[config.mk]
export PLATFORM = sky130hd
export DESIGN_NAME = pcms_core
export DESIGN_NICKNAME = d
export VERILOG_FILES = /design/src/core/pcms_pkg.sv /design/src/core/pcms_core.sv
export VERILOG_INCLUDE_DIRS = /design/src /design/src/core
export SDC_FILE = /design/constraint.sdc
export NUM_CORES = 1
export LEC_CHECK = 0
export ABC_AREA = 0
export BUFFER_PORTS_ARGS = -buffer_cell sky130_fd_sc_hd__buf_2
export CORE_ASPECT_RATIO = 1.25
export CORE_MARGIN = 2
export CORE_UTILIZATION = 55
export DETAILED_ROUTE_END_ITERATION = 10
export PLACE_DENSITY = 0.75
export SETUP_SLACK_MARGIN = 0.15
export SYNTH_ARGS = -nofsm -noshare
export SYNTH_HDL_FRONTEND = slang
export SYNTH_SLANG_ARGS = --single-unit
[constraint.sdc]
create_clock -name i_core_clk -period 3.7 [get_ports i_core_clk]
set_input_delay 0.185 -clock i_core_clk [delete_from_list [all_inputs] [get_ports i_core_clk]]
set_output_delay 0.185 -clock i_core_clk [all_outputs]
set_load 0.02 [all_outputs]
[src/core/pcms_params.svh]
// Constants for the program counter, memory map and return stack block.
// Assumes inclusion by the package and the design file.
`ifndef PCMS_PARAMS_SVH
`define PCMS_PARAMS_SVH
`define PCMS_PC_W 21
`define PCMS_SP_W 5
`define PCMS_STACK_DEPTH 31
`define PCMS_RESET_VEC 21'h000000
`define PCMS_VEC_HIGH 21'h000008
`define PCMS_VEC_LOW 21'h000018
`define PCMS_BOOT_LIMIT 21'h0007ff
`define PCMS_FLASH_LIMIT 21'h00ffff
`define PCMS_MODE_INT 2'h3
`define PCMS_MODE_EXT 2'h2
`define PCMS_MODE_BOOT 2'h1
`define PCMS_MODE_EXTD 2'h0
`define PCMS_CFG_WAIT_BIT 7
`define PCMS_CFG_RESET 8'h83
`define PCMS_MBC_WAIT_HI 5
`define PCMS_MBC_WAIT_LO 4
`define PCMS_ADDR_W 4
`define PCMS_A_CFG 4'h0
`define PCMS_A_MBC 4'h1
`define PCMS_A_SP 4'h2
`define PCMS_A_STACK_TOP_LOW 4'h3
`define PCMS_A_STACK_TOP_HIGH 4'h4
`define PCMS_A_STACK_TOP_UPPER 4'h5
`define PCMS_A_PCLH 4'h6
`define PCMS_A_PCLU 4'h7
`define PCMS_A_STAT 4'h8
`define PCMS_SP_FULL_BIT 7
`define PCMS_SP_UNF_BIT 6
`endif

[src/core/pcms_pkg.sv]
// Types for the program counter, memory map and return stack block.
// Assumes the params header sits beside it.
`include "pcms_params.svh"
package pcms_pkg;
  typedef enum logic [1:0] {
    PCMS_SRC_NONE,
    PCMS_SRC_INT,
    PCMS_SRC_EXT
  } pcms_src_t;
  typedef enum logic [2:0] {
    PCMS_OP_NONE,
    PCMS_OP_PUSH,
    PCMS_OP_POP
  } pcms_op_t;
endpackage

[src/core/pcms_core.sv]
// Program counter, program memory map and 31-level return stack.
// Assumes fetch unit drives one op per cycle; memories answer outside.
//
// The plain strobed port and the register addresses are this design's own decisions.
`timescale 1ns/1ps
`include "pcms_params.svh"
module pcms_core
  import pcms_pkg::*;
#(
  parameter int FLASH_LIMIT = `PCMS_FLASH_LIMIT,
  parameter bit HAS_EXT_BUS = 1'b1
) (
  input wire logic i_core_clk,
  input wire logic i_rst,
  input wire logic i_fault_reset_en,
  input wire logic i_fetch_adv,
  input wire logic [`PCMS_PC_W-1:0] i_fetch_next,
  input wire logic i_call,
  input wire logic [`PCMS_PC_W-1:0] i_call_target,
  input wire logic i_ret,
  input wire logic i_int_ack,
  input wire logic i_int_high,
  input wire logic i_tbl_req,
  input wire logic i_tbl_wr,
  input wire logic [`PCMS_PC_W-1:0] i_tbl_addr,
  input wire logic [`PCMS_ADDR_W-1:0] i_addr,
  input wire logic [7:0] i_wdata,
  input wire logic i_wr,
  input wire logic i_rd,
  output logic [7:0] o_rdata,
  output logic [`PCMS_PC_W-1:0] o_pc,
  output logic o_fetch_int,
  output logic o_fetch_ext,
  output logic o_fetch_zero,
  output logic o_tbl_int,
  output logic o_tbl_ext,
  output logic o_tbl_zero,
  output logic [1:0] o_wait_states,
  output logic o_stack_reset_req
);

  ////////////////////////////////////////////////////////////////////////
  // Registers and storage
  logic [`PCMS_PC_W-1:0] pc_r;
  logic [`PCMS_PC_W-1:0] pc_nxt;
  logic [`PCMS_SP_W-1:0] sp_r;
  logic full_r;
  logic unf_r;
  logic [7:0] cfg_r;
  logic [7:0] mbc_r;
  logic [7:0] pclh_r;
  logic [4:0] pclu_r;
  logic [`PCMS_PC_W-1:0] stack_mem [1:`PCMS_STACK_DEPTH];
  logic [`PCMS_PC_W-1:0] tos;
  logic [1:0] map_sel;
  pcms_op_t op;

  // Address to source decode, shared by fetch and table access
  function automatic pcms_src_t map_src(input logic [1:0] sel,
                                         input logic [`PCMS_PC_W-1:0] a);
    logic in_flash;
    in_flash = ({11'h000, a} <= FLASH_LIMIT);
    case (sel)
      `PCMS_MODE_EXT: map_src = PCMS_SRC_EXT;
      `PCMS_MODE_BOOT:
        map_src = (a <= `PCMS_BOOT_LIMIT) ? PCMS_SRC_INT
                                          : PCMS_SRC_EXT;
      `PCMS_MODE_EXTD:
        map_src = in_flash ? PCMS_SRC_INT : PCMS_SRC_EXT;
      default: map_src = in_flash ? PCMS_SRC_INT : PCMS_SRC_NONE;
    endcase
  endfunction

  assign map_sel = HAS_EXT_BUS ? cfg_r[1:0] : `PCMS_MODE_INT;
  assign tos = (sp_r == '0) ? '0 : stack_mem[sp_r];

  always_comb begin
    if (i_int_ack || i_call) begin
      op = PCMS_OP_PUSH;
    end else if (i_ret) begin
      op = PCMS_OP_POP;
    end else begin
      op = PCMS_OP_NONE;
    end
  end

  ////////////////////////////////////////////////////////////////////////
  // Program counter
  always_comb begin
    pc_nxt = pc_r;
    if (i_int_ack) begin
      pc_nxt = i_int_high ? `PCMS_VEC_HIGH : `PCMS_VEC_LOW;
    end else if (i_call) begin
      pc_nxt = i_call_target;
    end else if (i_ret) begin
      pc_nxt = tos;
    end else if (i_fetch_adv) begin
      pc_nxt = i_fetch_next;
    end
  end

  always_ff @(posedge i_core_clk or posedge i_rst) begin
    if (i_rst) begin
      pc_r <= `PCMS_RESET_VEC;
    end else begin
      pc_r <= pc_nxt;
    end
  end

  always_ff @(posedge i_core_clk or posedge i_rst) begin
    if (i_rst) begin
      o_pc <= `PCMS_RESET_VEC;
      o_fetch_int <= 1'b0;
      o_fetch_ext <= 1'b0;
      o_fetch_zero <= 1'b0;
    end else begin
      o_pc <= pc_nxt;
      o_fetch_int <= map_src(map_sel, pc_nxt) == PCMS_SRC_INT;
      o_fetch_ext <= map_src(map_sel, pc_nxt) == PCMS_SRC_EXT;
      o_fetch_zero <= map_src(map_sel, pc_nxt) == PCMS_SRC_NONE;
    end
  end

  ////////////////////////////////////////////////////////////////////////
  // Table access routing
  always_ff @(posedge i_core_clk or posedge i_rst) begin
    if (i_rst) begin
      o_tbl_int <= 1'b0;
      o_tbl_ext <= 1'b0;
      o_tbl_zero <= 1'b0;
    end else begin
      o_tbl_int <= i_tbl_req &&
                   map_src(map_sel, i_tbl_addr) == PCMS_SRC_INT;
      o_tbl_ext <= i_tbl_req &&
                   map_src(map_sel, i_tbl_addr) == PCMS_SRC_EXT;
      o_tbl_zero <= i_tbl_req && !i_tbl_wr &&
                    map_src(map_sel, i_tbl_addr) == PCMS_SRC_NONE;
    end
  end

  ////////////////////////////////////////////////////////////////////////
  // Wait states
  always_ff @(posedge i_core_clk or posedge i_rst) begin
    if (i_rst) begin
      o_wait_states <= 2'h0;
    end else if (cfg_r[`PCMS_CFG_WAIT_BIT]) begin
      o_wait_states <= 2'h0;
    end else begin
      o_wait_states <= mbc_r[`PCMS_MBC_WAIT_HI:`PCMS_MBC_WAIT_LO];
    end
  end

  ////////////////////////////////////////////////////////////////////////
  // Return stack pointer and flags
  logic sw_sp_wr;
  logic sw_tos_wr;
  assign sw_sp_wr = i_wr && i_addr == `PCMS_A_SP;
  assign sw_tos_wr = i_wr && (i_addr == `PCMS_A_STACK_TOP_LOW ||
                     i_addr == `PCMS_A_STACK_TOP_HIGH || i_addr == `PCMS_A_STACK_TOP_UPPER);

  always_ff @(posedge i_core_clk or posedge i_rst) begin
    if (i_rst) begin
      sp_r <= '0;
    end else if (op == PCMS_OP_PUSH) begin
      if (sp_r != `PCMS_STACK_DEPTH) begin
        sp_r <= sp_r + 1'b1;
      end else if (i_fault_reset_en) begin
        sp_r <= '0;
      end
    end else if (op == PCMS_OP_POP) begin
      if (sp_r != '0) begin
        sp_r <= sp_r - 1'b1;
      end
    end else if (sw_sp_wr) begin
      sp_r <= i_wdata[`PCMS_SP_W-1:0];
    end
  end

  // Flags are set by hardware over a software clear in the same cycle
  always_ff @(posedge i_core_clk or posedge i_rst) begin
    if (i_rst) begin
      full_r <= 1'b0;
      unf_r <= 1'b0;
    end else begin
      if (op == PCMS_OP_PUSH &&
          sp_r >= `PCMS_STACK_DEPTH - 1) begin
        full_r <= 1'b1;
      end else if (sw_sp_wr && !i_wdata[`PCMS_SP_FULL_BIT]) begin
        full_r <= 1'b0;
      end
      if (op == PCMS_OP_POP && sp_r == '0) begin
        unf_r <= 1'b1;
      end else if (sw_sp_wr && !i_wdata[`PCMS_SP_UNF_BIT]) begin
        unf_r <= 1'b0;
      end
    end
  end

  always_ff @(posedge i_core_clk or posedge i_rst) begin
    if (i_rst) begin
      o_stack_reset_req <= 1'b0;
    end else begin
      o_stack_reset_req <= i_fault_reset_en &&
        ((op == PCMS_OP_PUSH && sp_r >= `PCMS_STACK_DEPTH - 1) ||
         (op == PCMS_OP_POP && sp_r == '0));
    end
  end

  ////////////////////////////////////////////////////////////////////////
  // Stack storage writes
  logic [`PCMS_SP_W-1:0] sp_inc;
  assign sp_inc = sp_r + 1'b1;

  always_ff @(posedge i_core_clk) begin
    if (op == PCMS_OP_PUSH && sp_r != `PCMS_STACK_DEPTH) begin
      stack_mem[sp_inc] <= pc_r;
    end else if (op == PCMS_OP_NONE && sw_tos_wr && sp_r != '0) begin
      case (i_addr)
        `PCMS_A_STACK_TOP_LOW: stack_mem[sp_r][7:0] <= i_wdata;
        `PCMS_A_STACK_TOP_HIGH: stack_mem[sp_r][15:8] <= i_wdata;
        default: stack_mem[sp_r][20:16] <= i_wdata[4:0];
      endcase
    end
  end

  ////////////////////////////////////////////////////////////////////////
  // Configuration and latch registers
  always_ff @(posedge i_core_clk or posedge i_rst) begin
    if (i_rst) begin
      cfg_r <= `PCMS_CFG_RESET;
      mbc_r <= 8'h00;
    end else if (i_wr && i_addr == `PCMS_A_CFG) begin
      cfg_r <= {i_wdata[7], 5'h00, i_wdata[1:0]};
    end else if (i_wr && i_addr == `PCMS_A_MBC) begin
      mbc_r <= i_wdata;
    end
  end

  // Only software writes the latches; calls and returns never do
  always_ff @(posedge i_core_clk or posedge i_rst) begin
    if (i_rst) begin
      pclh_r <= 8'h00;
      pclu_r <= 5'h00;
    end else if (i_wr && i_addr == `PCMS_A_PCLH) begin
      pclh_r <= i_wdata;
    end else if (i_wr && i_addr == `PCMS_A_PCLU) begin
      pclu_r <= i_wdata[4:0];
    end
  end

  ////////////////////////////////////////////////////////////////////////
  // Register read port
  always_ff @(posedge i_core_clk or posedge i_rst) begin
    if (i_rst) begin
      o_rdata <= 8'h00;
    end else if (i_rd) begin
      case (i_addr)
        `PCMS_A_CFG: o_rdata <= cfg_r;
        `PCMS_A_MBC: o_rdata <= mbc_r;
        `PCMS_A_SP: o_rdata <= {full_r, unf_r, 1'b0, sp_r};
        `PCMS_A_STACK_TOP_LOW: o_rdata <= tos[7:0];
        `PCMS_A_STACK_TOP_HIGH: o_rdata <= tos[15:8];
        `PCMS_A_STACK_TOP_UPPER: o_rdata <= {3'h0, tos[20:16]};
        `PCMS_A_PCLH: o_rdata <= pclh_r;
        `PCMS_A_PCLU: o_rdata <= {3'h0, pclu_r};
        `PCMS_A_STAT: o_rdata <= {6'h00, map_sel};
        default: o_rdata <= 8'h00;
      endcase
    end else begin
      o_rdata <= 8'h00;
    end
  end

  ////////////////////////////////////////////////////////////////////////
  // Checks
  push_incr_a: assert property (
    @(posedge i_core_clk) disable iff (i_rst)
    i_call && !i_int_ack && sp_r < 5'h1e |=> sp_r == $past(sp_r) + 1'b1)
    else $error("push did not increment pointer");
  pop_decr_a: assert property (
    @(posedge i_core_clk) disable iff (i_rst)
    i_ret && !i_call && !i_int_ack && sp_r != 5'h00 |=>
    sp_r == $past(sp_r) - 1'b1)
    else $error("pop did not decrement pointer");
  full_hold_a: assert property (
    @(posedge i_core_clk) disable iff (i_rst)
    i_call && sp_r == 5'h1f && !i_fault_reset_en |=> sp_r == 5'h1f && full_r)
    else $error("full pointer moved");
  unf_set_a: assert property (
    @(posedge i_core_clk) disable iff (i_rst)
    i_ret && !i_call && !i_int_ack && sp_r == 5'h00 |=>
    unf_r && sp_r == 5'h00 && pc_r == 21'h0)
    else $error("underflow not handled");
  vector_hi_a: assert property (
    @(posedge i_core_clk) disable iff (i_rst)
    i_int_ack && i_int_high |=> pc_r == 21'h8 && o_pc == 21'h8)
    else $error("bad high vector");
  vector_lo_a: assert property (
    @(posedge i_core_clk) disable iff (i_rst)
    i_int_ack && !i_int_high |=> pc_r == 21'h18)
    else $error("bad low vector");
  ext_never_a: assert property (
    @(posedge i_core_clk) disable iff (i_rst)
    map_sel == 2'h3 |=> !o_fetch_ext && !o_tbl_ext)
    else $error("external access in internal map");
  wait_off_a: assert property (
    @(posedge i_core_clk) disable iff (i_rst)
    cfg_r[7] |=> o_wait_states == 2'h0)
    else $error("waits while disabled");
  push_store_a: assert property (
    @(posedge i_core_clk) disable iff (i_rst)
    i_call && !i_int_ack && sp_r < 5'h1f |=> tos == $past(pc_r))
    else $error("pushed value wrong");
  latch_keep_a: assert property (
    @(posedge i_core_clk) disable iff (i_rst)
    (i_call || i_ret) && !i_wr |=> $stable(pclh_r) && $stable(pclu_r))
    else $error("latch changed by call");
  call_jump_a: assert property (
    @(posedge i_core_clk) disable iff (i_rst)
    i_call && !i_int_ack |=> o_pc == $past(i_call_target))
    else $error("call did not jump to target");
  pop_load_a: assert property (
    @(posedge i_core_clk) disable iff (i_rst)
    op == PCMS_OP_POP |=> pc_r == $past(tos))
    else $error("pop loaded wrong value");
  full_set_a: assert property (
    @(posedge i_core_clk) disable iff (i_rst)
    op == PCMS_OP_PUSH && sp_r == 5'h1e |=> full_r && sp_r == 5'h1f)
    else $error("full flag not set on last level");
  full_keep_a: assert property (
    @(posedge i_core_clk) disable iff (i_rst)
    full_r && !sw_sp_wr |=> full_r)
    else $error("full flag cleared by hardware");
  unf_keep_a: assert property (
    @(posedge i_core_clk) disable iff (i_rst)
    unf_r && !sw_sp_wr |=> unf_r)
    else $error("underflow flag cleared by hardware");
  ovf_reset_a: assert property (
    @(posedge i_core_clk) disable iff (i_rst)
    i_fault_reset_en && op == PCMS_OP_PUSH && sp_r == 5'h1f |=>
    sp_r == 5'h00 && full_r && o_stack_reset_req)
    else $error("overflow with reset option mishandled");
  tos_write_a: assert property (
    @(posedge i_core_clk) disable iff (i_rst)
    op == PCMS_OP_NONE && sw_tos_wr && i_addr == `PCMS_A_STACK_TOP_LOW &&
    sp_r != 5'h00 |=> tos[7:0] == $past(i_wdata))
    else $error("top of stack write lost");
  tbl_idle_a: assert property (
    @(posedge i_core_clk) disable iff (i_rst)
    !i_tbl_req |=> !o_tbl_int && !o_tbl_ext && !o_tbl_zero)
    else $error("table route without request");
  ext_only_a: assert property (
    @(posedge i_core_clk) disable iff (i_rst)
    map_sel == `PCMS_MODE_EXT |=> !o_fetch_int && !o_tbl_int)
    else $error("internal access in external map");
  boot_flash_a: assert property (
    @(posedge i_core_clk) disable iff (i_rst)
    map_sel == `PCMS_MODE_BOOT && pc_nxt <= `PCMS_BOOT_LIMIT |=>
    o_fetch_int)
    else $error("boot block not fetched from flash");
  rdata_idle_a: assert property (
    @(posedge i_core_clk) disable iff (i_rst)
    !i_rd |=> o_rdata == 8'h00)
    else $error("read data outside read cycle");

endmodule

After elaboration in Yosys (flattened, before gate mapping):

Memories as Yosys holds them, arrays and structs flattened.
Cells that the tools add are included.

* flip-flop bits (word level): 69
* memory bits (writable): 651
* input port bits: 87
* logic and storage cells: 132
* memories kept: 1

* add/subtract/negate cells: 2
* order comparisons: 5
* equality and inequality tests: 19
* multiplexer cells: 46
* bitwise logic cells: 2
* reduce and logical (&&, ||, !) cells: 40

Memory list
* stack_mem: depth 31, bits a word 21, read ports 1, clocked after Yosys merged registers in 0, write ports 1, line pcms_core.sv:53 `` logic [`PCMS_PC_W-1:0] stack_mem [1:`PCMS_STACK_DEPTH]; ``

Operators by type and width (count)
* 21-bit 2-to-1 mux: 6
* 8-bit case mux with 9 select lines: 1
* 21-bit by 11-bit <= comparator with 1-bit output (second input constant): 2
* 21-bit by 16-bit <= comparator with 1-bit output (second input constant): 2
* 5-bit 2-to-1 mux: 8
* 21-bit OR reduction: 1
* 1-bit 2-to-1 mux: 20
* 1-bit logical AND: 18
* 4-bit by 3-bit equality test with 1-bit output (second input constant): 4
* 2-bit 2-to-1 mux: 7
* 2-bit case mux with 3 select lines: 2
* 4-bit by 2-bit equality test with 1-bit output (second input constant): 2
* 8-bit 2-to-1 mux: 1
* 2-bit by 1-bit equality test with 1-bit output (second input constant): 3
* 2-bit equality test (second input constant): 3
* 2-bit logical NOT: 3
* 5-bit by 1-bit adder with 5-bit output (second input constant): 1
* 5-bit greater-or-equal comparator (second input constant): 1
* 5-bit logical NOT: 1
* 5-bit inequality test (second input constant): 1
* 5-bit nonzero test: 1
* 5-bit by 1-bit subtractor with 5-bit output (second input constant): 1
* 4-bit by 1-bit equality test with 1-bit output (second input constant): 1
* 4-bit equality test (second input constant): 1
* other kinds (15): 23

Logic depth before layout (Yosys ltp):

* depth after elaboration: 11
* depth in mapped cells: 14
* depth with buffers taken out: 10

Worst setup path before layout:

OpenSTA, ideal clock, no wires.

* path kind: register to register
* start point: reg sp_r[2]
* end point: mem stack_mem[5][0] in the netlist's numbering, enable pin
* setup time: 0.370 ns
* arrival: 3.309 ns
* data required time: 3.330 ns
* slack: 0.020 ns
* cell stages (with the launch flop): 14
* path buffers: 7
* clock period less this slack: 3.680 ns
* cells stage by stage: dfrtp_1 > buf_2 > buf_2 > buf_2 > buf_2 > buf_1 > clkbuf_1 > and3_1 > ha_1 > or3_1 > o21ai_1 > a21oi_1 > buf_2 > nor2_1

* word-level cells in the longest chain between the ends: 7

Ends and longest elaborated chain
* start: declaration: line pcms_core.sv:46 `` logic [`PCMS_SP_W-1:0] sp_r; ``
* start signal: assignment: line pcms_core.sv:166 `sp_r <= sp_r + 1'b1;`
* start signal: assignment: line pcms_core.sv:172 `sp_r <= sp_r - 1'b1;`
* start signal: assignment: line pcms_core.sv:175 `` sp_r <= i_wdata[`PCMS_SP_W-1:0]; ``
* 5-bit nonzero test: line pcms_core.sv:217 `end else if (op == PCMS_OP_NONE && sw_tos_wr && sp_r != '0) begin`
* 1-bit logical AND: line pcms_core.sv:217
* 1-bit 2-to-1 mux: line pcms_core.sv:217
* 1-bit 2-to-1 mux: line pcms_core.sv:215 `` if (op == PCMS_OP_PUSH && sp_r != `PCMS_STACK_DEPTH) begin ``
* 1-bit 2-to-1 mux, on equally long branches: line pcms_core.sv:219, pcms_core.sv:220, pcms_core.sv:221
* 21-bit OR reduction (no line)
* 5-bit 2-to-1 mux (no line) / 3-bit 2-to-1 mux (equally long branches)
* end: declaration: line pcms_core.sv:53

Several ways; a longest one is shown, not always the timed one.

Worst setup path in the final report:

* start point: reg sp_r[0]
* end point: mem stack_mem[24][6] in the netlist's numbering, enable pin

The elaborated chain is that of the path after synthesis.

==> results.cfg <==
[placed_design]
numPortBuffers = 113
gp_congestion = 1.03
dp.cells = 2575
dpl_cell_area_sq_mm = 0.0317
hpwl_mm = 49.5

[floorplanning]
start_util_pct = 55.3
core-area_sq_mm = 0.0535
dieHeight_um = 263
io_pins = 125
die_w_um = 211
num_rows = 95
dieArea_sq_mm = 0.0557

[global_route]
grt_pass1_vias = 17800
grt_usage_pct = 27.7
grt_max_degree = 66
overflow = 0
grt_pass1_wl_mm = 112
antenna_found_initial = 0

[clocking]
cts_sinks = 720
cts_root_buf = clkbuf_16
clkTransAtPathRegs_ns = 0.07
cts_tree = done
h-tree-depth = 3
clk_path_buf_depth = 3
insertion_delay_ns = 0.62
cts_buffers = 67

[setup_path]
endpoint_kind = flip-flop
r2r-start = sp_r[0]
r2r_end = stack_mem[24][6]
reg2reg_slack_ns = 0.11
r2r_cells = 10
crit_path_max_fanout = 7
critPathKind = reg2reg
worstPathArrival_ns = 3.92
worstSetupStartpointType = flip-flop
required_ns = 4.03

[yosys]
yosys-top-cells-area = edfxtp_1 (66%), mux4_2 (9.4%), dfrtp_1 (5.6%)
netlist_instances = 1732
yosysTopAreaCell = edfxtp_1
synth-edff-count = 651
synthFlopType = edfxtp_1
yosysWarnings = 0
syn_avg_cell_area_sq_um = 17.1
syn_area_sq_mm = 0.0296
ys_ff_latch = 720
syn_nets = 1824
synth.distinct_cells = 67
seq_area_frac_synth_pct = 71.9
yosysTopAreaCellShare_pct = 66.1
async_reset_ff_share_pct = 9.58

[timing]
fin_tns_setup_ns = 0
slew_viol_final = 0
skew_ns = 0.0327
fmax_mhz = 279
fin_crit_sh_pct = 97.0
tightest_slew_ns = 0.975
hold_viol = 0
setup_viol = 0
max_slew_margin_pct = 34.8
rsz0062_at_grt = true
period_minus_slack_ns = 3.59

[pwr]
peakVddDrop_v = 0.000474
sequentialPowerShare_pct = 40.5
p_switching_w = 0.00873
pwr-share-comb_pct = 33.6
clkPwrFrac_pct = 25.9
switching_share_pct = 33.5
power.density_mw_per_mm2 = 756
leakage_nw = 12.3
power.internal_w = 0.0174

[job]
drv_cap = 0

[detailed_routing]
avgRoutedWirePerCell_um = 27.8
drt-pass1-iter-count = 5
ant_nets = 0
vias = 17500
drtIter0Drc = 2111
vias_per_cell = 6.36
drc = 0
routed_wl_mm = 76.4

[finish]
final_cell_area_sq_mm = 0.0345
layout.nets = 2111
area.growth.synth_to_final_pct = 16.6
antennaDiodeCount = 0
instances_no_fill = 2750
final_layout_size_suffix_gt1_share_pct = 27.3

[outcome]
run_status = complete, no violations

[min_path]
hold_path_depth = 5
hold_end = o_pc[6]
min-delay-start = i_fetch_next[6]
hp-class = in2reg
-- power by group through the flow --
stage / clock network [W] / registers, W / logic, W
2_1_floorplan: 0 / 0.0107 / 0.00505
3_3_place_gp: 0 / 0.0107 / 0.00828
3_5_place_dp: 0 / 0.0107 / 0.00841
4_1_cts: 0.00683 / 0.0106 / 0.00856
5_1_grt: 0.00712 / 0.0106 / 0.00919
6_report: 0.00675 / 0.0106 / 0.00878
-- synth_stat cells (all sizes together), types with 4 or more instances --
cell and number:
a211oi 40, mux2 30, a21oi 49, a221o 8, a311oi 11, nand4 5, nor2b 22, a31oi 6
inv 12, a22oi 23, nand2 132, ha 5, a221oi 6, clkbuf 53, dfrtp 66, o21ai 30
xnor2 4, and2 15, nand2b 5, mux2i 101, nor2 149, a21o 5, o221ai 5, and3 7
nand3 32, o22ai 9, buf 54, edfxtp 651, nor3 5, a222oi 4, a22o 12, mux4 127
-- layer usage --
metal  routed length (um)  share of wire (%)  GRT usage [%]
met1                28900                 38           35.5
met2                37700                 49           45.7
met3                 6070                7.9           4.54
met4                 3810                5.0           14.6
met5                    0                  0              0
-- worst max-delay path: stages, from the launching register on --
cell	delay (ns)
dfrtp_4	0.52
inv_2	0.08
ha_1	0.13
or4b_1	0.44
nor2b_1	0.17
and4_1	0.28
buf_4	0.19
o31ai_1	0.42
nand2_1	0.42
nor2_1	0.41
buf_4	0.23
-- sequential cells by signal (all words and copies together) (netlist names), 2 cells and up --
name,cells
mbc_r,8
o_wait_states,2
cfg_r,3
o_rdata,8
pclu_r,5
pclh_r,8
o_pc,21
sp_r,5
stack_mem,651
-- cells in the final DEF (no fill, tap or decap), types with 27 or more instances in the layout --
cell / Yosys / routed
a21oi_1: 49 / 47
mux4_2: 123 / 123
mux2_2: 30 / 30
dfrtp_1: 66 / 63
clkbuf_16: 0 / 70
a211oi_1: 40 / 40
nand3_1: 32 / 32
buf_4: 13 / 150
buf_2: 23 / 113
edfxtp_1: 651 / 651
o21ai_0: 29 / 27
dlygate4sd3_1: 0 / 53
mux2i_1: 101 / 101
nor2_1: 149 / 129
nand2_1: 132 / 125
-- final cells by class --
cell class                      count  area [sq um]
Clock buffer                       91          1870
Sequential cell                   720         21300
Timing Repair Buffer              325          2380
Clock inverter                     30           278
Fill cell                        3596         19000
Tap cell                          679           850
Multi-Input combinational cell    893          7800
Inverter                           12          45.0
-- what timing repair did --
action,4_1_cts,5_1_grt
buffers inserted,0,1
hold endpoints to repair,69,0
gates resized for setup,2,34
hold buffers,53,0
setup endpoints to repair,64,240
pin swaps,0,1
-- per-stage QoR --
| stage | hold WS [ns] | worst slack, ns | util (%) | total power, W |
|---|---|---|---|---|
| floorplan | 0.256 | 0.0205 | - | 0.0157 |
| global placement | 0.117 | 0.0988 | 59.3 | 0.0189 |
| detailed placement | 0.118 | 0.150 | 59.3 | 0.0191 |
| CTS | 0.000510 | 0.182 | 64.3 | 0.0259 |
| global route | 0.0544 | 0.0215 | 64.5 | 0.0269 |
| finish | 0.0300 | 0.111 | 64.5 | 0.0261 |
-- cell families (layout without fill, tap and decap cells) --
kind of cell	count (synthesis)	in the layout	synth area share, %
AOI/OAI and AO/OA	239	239	5.68
xor gates and xnor gates	4	4	0.118
adders and majority gates	5	5	0.211
buffers and inverters	119	458	2.08
DFF	720	720	71.9
muxes	258	258	14.3
and+or+nand+nor	387	387	5.73
-- worst max-delay path by stage --
stage          slack, ns    start               end
2_1_floorplan       0.02  sp_r[2]   stack_mem[5][0]
3_3_place_gp         0.1  sp_r[1]  stack_mem[12][0]
3_5_place_dp        0.15  sp_r[0]  stack_mem[6][14]
4_1_cts             0.18  sp_r[0]        o_rdata[3]
5_1_grt             0.02  sp_r[0]  stack_mem[24][5]
6_report            0.11  sp_r[0]  stack_mem[24][6]
Power figures use the tool's default switching activity.
